## config.mk

```make
export PLATFORM = sky130hd
export DESIGN_NAME = fpp_programmer
export DESIGN_NICKNAME = d
export VERILOG_FILES = /design/src/fpp_pkg.sv /design/src/fpp_sync.sv /design/src/fpp_programmer.sv
export SDC_FILE = /design/constraint.sdc
export NUM_CORES = 1
export LEC_CHECK = 0
export CORE_MARGIN = 5
export CORE_UTILIZATION = 55
export CTS_BUF_LIST = sky130_fd_sc_hd__clkbuf_16
export DETAILED_ROUTE_END_ITERATION = 12
export DONT_BUFFER_PORTS = 1
export GPL_TIMING_DRIVEN = 1
export PLACE_DENSITY = 0.73
export SLEW_MARGIN = 25
export SYNTH_ARGS = -nofsm -noshare
export SYNTH_HDL_FRONTEND = slang
export SYNTH_SLANG_ARGS = --single-unit
```

## constraint.sdc

```tcl
create_clock -name core_clk_i -period 4.2 [get_ports core_clk_i]
set_input_delay 0.63 -clock core_clk_i [delete_from_list [all_inputs] [get_ports core_clk_i]]
set_output_delay 0.63 -clock core_clk_i [all_outputs]
set_load 0.005 [all_outputs]
```

## src/fpp_pkg.sv

```systemverilog
// ============================================================
// Shared constants for the fuse PROM programmer.
package fpp_pkg;

  // ==========================================================
  // Array shape.
  localparam int ADDR_W = 8;
  localparam int DATA_W = 4;
  localparam int BIT_W = 2;

  // ==========================================================
  // Clock and printed times, in nanoseconds.
  localparam int CLK_NS = 50;
  localparam int PW_NS = 7500;
  localparam int PS_NS = 700;
  localparam int SA_NS = 500;
  localparam int HA_NS = 500;

  // Cycle counts; least times round up.
  localparam int TMR_W = 8;
  localparam logic [TMR_W-1:0] PW_CYC = TMR_W'((PW_NS + CLK_NS - 1) / CLK_NS);
  localparam logic [TMR_W-1:0] PS_CYC = TMR_W'((PS_NS + CLK_NS - 1) / CLK_NS);
  localparam logic [TMR_W-1:0] SA_CYC = TMR_W'((SA_NS + CLK_NS - 1) / CLK_NS);
  localparam logic [TMR_W-1:0] HA_CYC = TMR_W'((HA_NS + CLK_NS - 1) / CLK_NS);
  // Cycles an input takes through the three-stage synchroniser.
  localparam logic [TMR_W-1:0] SYNC_LAT = 8'h04;

  // ==========================================================
  // Pulse counts.
  localparam int CNT_W = 7;
  localparam logic [CNT_W-1:0] MAX_PULSES = 7'h64;
  localparam logic [2:0] EXTRA_PULSES = 3'h4;

  // ==========================================================
  // Sequencer states.
  typedef enum logic [3:0] {
    FPP_IDLE,
    FPP_SETUP,
    FPP_SENSE,
    FPP_PULSE,
    FPP_RECHK,
    FPP_RESENSE,
    FPP_GAP,
    FPP_READ,
    FPP_HOLD
  } fpp_state_t;

endpackage

```

## src/fpp_sync.sv

```systemverilog
`timescale 1ns/1ps
`default_nettype none
// ============================================================
// Three-stage input synchroniser with agreement filter.
module fpp_sync #(
  parameter int W = 1
) (
  input wire logic core_clk_i, // Core clock.
  input wire logic rst_b_i, // Synchronous reset, active low.
  input wire logic [W-1:0] async_i, // Input from outside the domain.
  output logic [W-1:0] sync_o // Filtered, synchronised level.
);

  logic [W-1:0] ff1;
  logic [W-1:0] ff2;
  logic [W-1:0] ff3;

  // The first stage feeds only the second; a change is accepted once
  // the second and third stages agree, so a runt of one cycle is never taken.
  always_ff @(posedge core_clk_i)
  begin
    if (!rst_b_i)
    begin
      ff1 <= '0;
      ff2 <= '0;
      ff3 <= '0;
      sync_o <= '0;
    end
    else
    begin
      ff1 <= async_i;
      ff2 <= ff1;
      ff3 <= ff2;
      if (ff2 == ff3)
        sync_o <= ff3;
    end
  end

endmodule
`default_nettype wire

```

## src/fpp_programmer.sv

```systemverilog
`timescale 1ns/1ps
`default_nettype none
// ============================================================
// Host-side programmer and reader for a 256x4 fuse PROM.
// Functional notes
// Blank cells read zero; programming only turns one chosen cell to one.
// Device outputs float whenever either active-low select is high.
// Device drives the addressed word only while both selects are low.
// Device outputs have driven-zero, driven-one and off states.
// Address the word with eight lines, keep a select high while programming.
// Repeat pulses and stop as soon as sensing shows the bit is one.
// After the bit first reads one, apply exactly four more pulses.
// Drive programming current into only one output at a time.
// Verify by driving both selects low and reading the word.
// Keep programming pulse duty cycle at 70 percent or more.
// Wait at least 700 ns after each pulse before the sense strobe.
// Never enable two devices sharing an output bus together.
// Array is 256 words of 4 bits, fully decoded.
// Re-sense after a gap of a pulse width; resume pulsing if zero.
// Sense current is off whenever the address changes.
// Mark the bit failed after the maximum pulse count without success.
module fpp_programmer
  import fpp_pkg::*;
(
  input wire logic core_clk_i, // Core clock, 20 MHz.
  input wire logic rst_b_i, // Synchronous reset, active low.
  input wire logic start_prog_i, // Pulse: program one bit.
  input wire logic start_read_i, // Pulse: read one word.
  input wire logic [ADDR_W-1:0] addr_i, // Target word.
  input wire logic [BIT_W-1:0] bit_i, // Target output for programming.
  input wire logic sense_one_i, // Comparator: sensed bit is one.
  input wire logic [DATA_W-1:0] data_i, // Device data outputs.
  output logic [ADDR_W-1:0] addr_o, // Device address pins.
  output logic ce1_b_o, // Device select 1, active low.
  output logic ce2_b_o, // Device select 2, active low.
  output logic [DATA_W-1:0] prog_en_o, // Programming current per output.
  output logic [DATA_W-1:0] sense_en_o, // Sense current per output.
  output logic busy_o, // Operation in progress.
  output logic done_o, // Pulse: operation finished.
  output logic fail_o, // Last programming failed.
  output logic [DATA_W-1:0] rdata_o // Last word read.
);

  // ==========================================================
  // Synchronised device inputs.
  logic [DATA_W:0] pins_s;

  fpp_sync #(.W(DATA_W + 1)) u_sync (
    .core_clk_i(core_clk_i),
    .rst_b_i(rst_b_i),
    .async_i({sense_one_i, data_i}),
    .sync_o(pins_s)
  );

  wire logic bit_one = pins_s[DATA_W];
  wire logic [DATA_W-1:0] data_s = pins_s[DATA_W-1:0];

  // ==========================================================
  // State.
  fpp_state_t state;
  fpp_state_t next_state;
  logic [TMR_W-1:0] tmr;
  logic [TMR_W-1:0] next_tmr;
  logic [CNT_W-1:0] pulses;
  logic [CNT_W-1:0] next_pulses;
  logic [2:0] extra;
  logic [2:0] next_extra;
  logic [BIT_W-1:0] sel_bit;
  logic next_fail;
  logic next_done;
  logic next_prog;
  logic next_sense;

  // One-hot output select guarantees a single output takes current.
  wire logic [DATA_W-1:0] bit_mask = DATA_W'(1) << sel_bit;
  wire logic tmr_done = (tmr == '0);
  wire logic at_max = (pulses == MAX_PULSES);
  wire logic idle = (state == FPP_IDLE);
  wire logic strobe = (state == FPP_SENSE) && tmr_done;
  wire logic restrobe = (state == FPP_RESENSE) && tmr_done;
  wire logic [TMR_W-1:0] sense_wait = PS_CYC + SYNC_LAT;

  // ==========================================================
  // Sequencer: sense, pulse, re-check, extra pulses, hold.
  always_comb
  begin
    next_state = state;
    next_tmr = tmr_done ? tmr : tmr - 1'b1;
    next_pulses = pulses;
    next_extra = extra;
    next_fail = fail_o;
    next_done = 1'b0;
    next_prog = 1'b0;
    next_sense = 1'b0;
    case (state)
      FPP_IDLE:
      begin
        if (start_prog_i)
        begin
          next_state = FPP_SETUP;
          next_tmr = SA_CYC;
          next_pulses = '0;
          next_extra = '0;
          next_fail = 1'b0;
        end
        else if (start_read_i)
        begin
          next_state = FPP_READ;
          next_tmr = SA_CYC + SYNC_LAT;
        end
      end
      FPP_SETUP:
      begin
        if (tmr_done)
        begin
          // Sense only after the address has settled.
          next_state = FPP_SENSE;
          next_tmr = sense_wait;
          next_sense = 1'b1;
        end
      end
      FPP_SENSE:
      begin
        next_sense = !tmr_done;
        if (tmr_done)
        begin
          if (bit_one && extra == EXTRA_PULSES)
            next_state = FPP_HOLD;
          else if (bit_one && pulses == '0)
            next_state = FPP_HOLD;
          else if (bit_one)
          begin
            // Train stops; confirm after a pulse-width pause.
            next_state = FPP_RECHK;
            next_tmr = PW_CYC;
          end
          else if (at_max)
          begin
            next_state = FPP_HOLD;
            next_fail = 1'b1;
          end
          else
          begin
            // Short sense gap keeps duty near 90 percent.
            next_state = FPP_PULSE;
            next_tmr = PW_CYC;
            next_pulses = pulses + 1'b1;
            next_extra = '0;
            next_prog = 1'b1;
          end
        end
      end
      FPP_PULSE:
      begin
        next_prog = !tmr_done;
        if (tmr_done && extra != '0 && extra != EXTRA_PULSES)
        begin
          next_state = FPP_GAP;
          next_tmr = sense_wait;
        end
        else if (tmr_done)
        begin
          next_state = FPP_SENSE;
          next_tmr = sense_wait;
          next_sense = 1'b1;
        end
      end
      FPP_RECHK:
      begin
        if (tmr_done)
        begin
          next_state = FPP_RESENSE;
          next_tmr = sense_wait;
          next_sense = 1'b1;
        end
      end
      FPP_RESENSE:
      begin
        next_sense = !tmr_done;
        if (restrobe && bit_one)
        begin
          next_state = FPP_PULSE;
          next_tmr = PW_CYC;
          next_extra = 3'h1;
          next_prog = 1'b1;
        end
        else if (restrobe && at_max)
        begin
          next_state = FPP_HOLD;
          next_fail = 1'b1;
        end
        else if (restrobe)
        begin
          next_state = FPP_PULSE;
          next_tmr = PW_CYC;
          next_pulses = pulses + 1'b1;
          next_prog = 1'b1;
        end
      end
      FPP_GAP:
      begin
        if (tmr_done)
        begin
          next_state = FPP_PULSE;
          next_tmr = PW_CYC;
          next_extra = extra + 1'b1;
          next_prog = 1'b1;
        end
      end
      FPP_READ:
      begin
        if (tmr_done)
          next_state = FPP_HOLD;
      end
      FPP_HOLD:
      begin
        if (tmr_done)
        begin
          next_state = FPP_IDLE;
          next_done = 1'b1;
        end
      end
      default:
        next_state = FPP_IDLE;
    endcase
    // Hold time starts as the hold state is entered.
    if (next_state == FPP_HOLD && state != FPP_HOLD)
      next_tmr = HA_CYC;
  end

  // ==========================================================
  // Sequencer registers.
  always_ff @(posedge core_clk_i)
  begin
    if (!rst_b_i)
    begin
      state <= FPP_IDLE;
      tmr <= '0;
      pulses <= '0;
      extra <= '0;
      fail_o <= 1'b0;
      done_o <= 1'b0;
    end
    else
    begin
      state <= next_state;
      tmr <= next_tmr;
      pulses <= next_pulses;
      extra <= next_extra;
      fail_o <= next_fail;
      done_o <= next_done;
    end
  end

  // ==========================================================
  // Pin registers. The address only moves from idle, where sense and
  // programming current are both off.
  always_ff @(posedge core_clk_i)
  begin
    if (!rst_b_i)
    begin
      addr_o <= '0;
      sel_bit <= '0;
      ce1_b_o <= 1'b1;
      ce2_b_o <= 1'b1;
      prog_en_o <= '0;
      sense_en_o <= '0;
      busy_o <= 1'b0;
      rdata_o <= '0;
    end
    else
    begin
      if (idle && (start_prog_i || start_read_i))
      begin
        addr_o <= addr_i;
        sel_bit <= bit_i;
      end
      // Selects drop only for a read, never in programming.
      ce1_b_o <= !(next_state == FPP_READ);
      ce2_b_o <= !(next_state == FPP_READ);
      prog_en_o <= next_prog ? bit_mask : '0;
      sense_en_o <= next_sense ? bit_mask : '0;
      busy_o <= (next_state != FPP_IDLE);
      if (state == FPP_READ && tmr_done)
        rdata_o <= data_s;
    end
  end

endmodule
`default_nettype wire

```

After elaboration in Yosys (flattened, before gate mapping)
Cells that the tools add are included.
{ "word_totals": {"ff_bits": 68, "inputBits": 19, "word_cells": 153} }
{ "classes": {"n_addsub": 3, "eq_ne": 28, "shifts": 1, "n_mux": 73, "bitwise_logic": 1, "n_reduce_logical": 29} }
{ "ops": {"columns": ["op", "n"], "rows": [
  ["2-to-1 mux 8 bit", 14],
  ["2-to-1 mux 4 bit", 17],
  ["2-to-1 mux 7 bit", 9],
  ["case mux 8 bit (6 select lines)", 1],
  ["case mux 4 bit (9 select lines)", 1],
  ["2-to-1 mux 3 bit", 8],
  ["!= test 2 bit, second input constant", 11],
  ["case mux 7 bit (3 select lines)", 1],
  ["equality test 4 x 3 -> 1 bit, second input constant", 5],
  ["2-to-1 mux 1 bit", 18],
  ["AND reduction 9 bit", 2],
  ["case mux 3 bit (4 select lines)", 1],
  ["logical AND 1 bit", 10],
  ["AND reduction 10 bit", 1],
  ["equality test 4 x 2 -> 1 bit, second input constant", 2],
  ["equality test 4 bit, second input constant", 2],
  ["logical NOT 8 bit", 1],
  ["nonzero test 4 bit", 2],
  ["subtractor 8 x 1 -> 8 bit, second input constant", 1],
  ["adder 7 x 1 -> 7 bit, second input constant", 1],
  ["equality test 7 bit, second input constant", 1],
  ["logical NOT 7 bit", 1],
  ["case mux 1 bit (3 select lines)", 2],
  ["AND reduction 2 bit", 3],
  ["15 further kinds", 20]
]} }

Longest topological paths before layout
{ "logic_depth": {"ltp_word": 10, "depth_mapped": 10, "mapped_depth_nobuf": 9} }

By module
Synthesis repeated with hierarchy kept, for this count alone.
{ "unflattened": {"cells_unflattened": 371, "hier_area_um2": 3224.3} }
{ "modules_own_cells": {"columns": ["mod", "n_inst", "cells_per_inst", "area_each_um2"], "rows": [
  ["fpp_programmer", 1, 310, 2551.2],
  ["fpp_sync", 1, 61, 673.1]
]} }

Worst setup path before layout
Ideal clock, no wire load.
{ "synth_timing": {"kind": "flip-flop to flip-flop", "startpoint": "reg tmr[0]", "endpoint": "reg tmr[0]", "setup_ns": 0.115, "arrival_time_ns": 2.144, "slack_ns": 1.940, "stages_incl_launch_ff": 10, "n_path_buf": 1, "period_less_slack_ns": 2.260, "path_cell_list": "dfxtp_1 inv_1 ha_1 or3b_2 nor2_8 buf_8 nand2_1 a222oi_1 nand4_1 and3_1"} }
{ "synth_via": {"elab_chain_len": 9} }
{ "synth_lines": {"columns": ["element", "line_no", "text"], "rows": [
  ["start: declaration", "fpp_programmer.sv:62", "logic [TMR_W-1:0] tmr;"],
  ["start signal: assignment", "fpp_programmer.sv:247", "tmr <= next_tmr;"],
  ["parallel branches: the longest is 9 deep, another holds subtractor 8 x 1 -> 8 bit", null, null]
]} }
Several ways; the timed one is not identified.
A chain may end at the register's enable or synchronous reset.

Final worst setup path
{ "layout_timing": {"startpoint": "reg tmr[0]", "endpoint": "reg extra[0]"} }
{ "layout_via": {"elab_chain_len": 5} }
{ "layout_lines": {"columns": ["element", "line_no", "text"], "rows": [
  ["logical NOT 8 bit *", "fpp_programmer.sv:76", "wire logic tmr_done = (tmr == '0);"],
  ["logical AND 1 bit", "fpp_programmer.sv:80", "wire logic restrobe = (state == FPP_RESENSE) && tmr_done;"],
  ["logical AND 1 bit", "fpp_programmer.sv:180", "if (restrobe && bit_one)"],
  ["!= test 2 x 1 -> 1 bit (no source line)", null, null],
  ["AND reduction 9 bit (no source line) *", null, null],
  ["end signal: assignment", "fpp_programmer.sv:249", "extra <= next_extra;"],
  ["end: declaration", "fpp_programmer.sv:66", "logic [2:0] extra;"]
]} }
Every way passes the cells marked *; elsewhere a longest branch is shown, timed or not.

==> impl_metrics.tcl <==
set metrics [dict create \
    period_share 0.6288 \
    cts_tree "yes" \
    nets 394 \
    final.min_clock_period_ps 2641 \
    grt_pass1_wl_um 11750 \
    antenna_found_initial 0 \
    tightest_slew_ps 911.5 \
    rsz0062_at_grt "false" \
    first_pass_iters 4 \
    outcome "finished, final reports clean" \
    track_usage 0.2001 \
    design_area_um2 3492 \
    finalSetupViolCount 0 \
    finClkSkew_ps 6.335 \
    hold_depth 1 \
    synth_top_area_frac 0.4273 \
    yosys-top-cells-area "dfxtp_1 (43%), nor2_1 (5.1%), nand2_1 (4.7%)" \
    cp.arrival_ps 2810 \
    drv_slew 0 \
    r2r_start "tmr[0]$_SDFF_PP0_" \
    min_path_type "in -> reg" \
    hold_buffers 0 \
    yosysMostFrequentCell "dfxtp_1" \
    cts_root_buffer "clkbuf_16" \
    synthToLayoutAreaGrowth_pct 9.623 \
    p_leak_nw 1.340 \
    clk_pin_slew_ps 60 \
    maxSlewHeadroom 0.3917 \
    syn-num-nets 399 \
    async_flop_share 0 \
    fp-row-count 27 \
    core_um2 5574 \
    endpoint_kind "flop" \
    fp.dieW_um 86.11 \
    max_freq_mhz 378.6 \
    synth_edf_count 0 \
    ys_types 61 \
    synth_top_cell_by_area "dfxtp_1" \
    ys_ff_latch 68 \
    routed_wirelength_um 6995 \
    startpoint_type "flop" \
    vias_per_cell 5.856 \
    syn_area_um2 3186 \
    dr.first_iter.drc_count 285 \
    numPortBuffers 0 \
    gp_congestion 0.9190 \
    crit_fanout 15 \
    io_pins 44 \
    power-per-cell-area_nw_per_um2 708.3 \
    hold_start "rst_b_i" \
    ys_seq_area_frac 0.4273 \
    start_util 0.5715 \
    grt_pass1_vias 2437 \
    cts.sinks 68 \
    die_area_um2 7414 \
    cts-htree-levels 3 \
    top_usage_layer "met2" \
    dp_hpwl_um 4860 \
    cp.required_ps 4370 \
    grt_util_met3 0.06148 \
    avgSynthCellArea_um2 8.540 \
    clock_latency_ps 330 \
    drive_gt1_frac 0.08579 \
    irDropWorstVdd_mv 0.4552 \
    clockBufferDepth 2 \
    startpoint "tmr[0]$_SDFF_PP0_" \
    critical_path_class "reg -> reg" \
    antenna_left 0 \
    wl_per_cell_um 15.72 \
    grt_use_met2 0.3118 \
    syn_inst 373 \
    insertedDiodeCount 0 \
    hold_violations 0 \
    ctsResizeCount 0 \
    grt.met1_usage 0.2599 \
    drcViolationCount 0 \
    setup_tns_ps 0 \
    ys.warnings.count 0 \
    cts_made_buffers 9 \
    r2r_cells 9 \
    place_area_um2 3214 \
    max_cap_viol_count 0 \
    netlist_top_cells_count "dfxtp_1 (68), nor2_1 (43), nand2_1 (40)" \
    grt_start_max_net_pins 32 \
    die_h_um 86.11 \
    ys.flop_type "dfxtp_1" \
    post_cts_buffers 0 \
    num_vias 2606 \
    fillers 470 \
    globalRouteOverflowTotal 0 \
]
==> through the flow <==
step	utilization	power (mW)	hold slack [ps]	setup slack (ps)	std cells
after floorplan	-	1.592	411.9	1940	373
after global placement	0.5767	1.768	414.3	1562	429
after detailed placement	0.5767	1.781	419.8	1561	429
after CTS	0.6265	2.482	410.5	1548	445
after global routing	0.6265	2.639	411.0	1359	445
final	0.6265	2.473	419.7	1559	445
==> logic make-up after synthesis <==
kind of cell | synth area share
xor+xnor | 0.04399
flops | 0.4273
simple gates | 0.2620
buf+inv | 0.04281
mux | 0.03457
compound gates | 0.1618
fa+ha+maj | 0.02749
==> registers in the layout (all words and copies together), names as in the netlist, 5 cells and up <==
register,count
u_sync.sync_o,5
tmr,8
pulses,7
u_sync.ff1,5
addr_o,8
u_sync.ff2,5
u_sync.ff3,5
==> routing by layer <==
metal,share of wire,vias up,routed length (µm)
li1,-,1300,-
met1,0.45,1192,3176
met2,0.44,102,3099
met3,0.082,12,572
met4,0.021,0,146
met5,0,-,0
==> report_power, final <==
group / leakage [nW] / internal [mW] / total [mW] / switching [mW]
Clock: 0.136 / 0.401 / 0.688 / 0.286
Combinational: 0.649 / 0.359 / 0.927 / 0.568
Sequential: 0.556 / 0.742 / 0.859 / 0.117
==> cell type report <==
cell class	count	area, µm²	area share
repair buffers	4	30.03	0.008599
clock inverters	7	52.55	0.01505
well taps	72	90.09	0.02580
clock buffers	9	225.2	0.06449
flip-flops and latches	68	1361	0.3898
multi-input cells	273	1688	0.4833
inverters	12	45.04	0.01290
==> cells in the final DEF, fill, tap and decap left out, types with 7 or more instances in the layout <==
master and count:
a21oi_1 27, and2_1 16, clkbuf_16 9, dfxtp_1 68
ha_1 7, inv_1 11, mux2i_1 11, nand2_1 40
nand3_1 12, nor2_1 43, nor3_1 13, o21ai_1 8
xnor2_1 11
==> worst max-delay path, cell delays in order, from the launching register on <==
cell and delay, ps:
dfxtp_1 320, inv_1 120, ha_1 180, or3b_2 530, nor2_8 260, inv_2 180
a2111oi_2 310, o21ai_1 230, a211oi_1 280, a211oi_1 80
==> path summary, 6_finish.rpt <==
check,slack (ps),to
max,1560,extra[0]$_SDFFE_PN0P_
min,420,u_sync.ff1[3]$_SDFF_PN0_
max reg2reg,1560,extra[0]$_SDFFE_PN0P_
min reg2reg,430,u_sync.ff2[0]$_SDFF_PN0_
No activity file was read; power rests on OpenSTA's default activity.
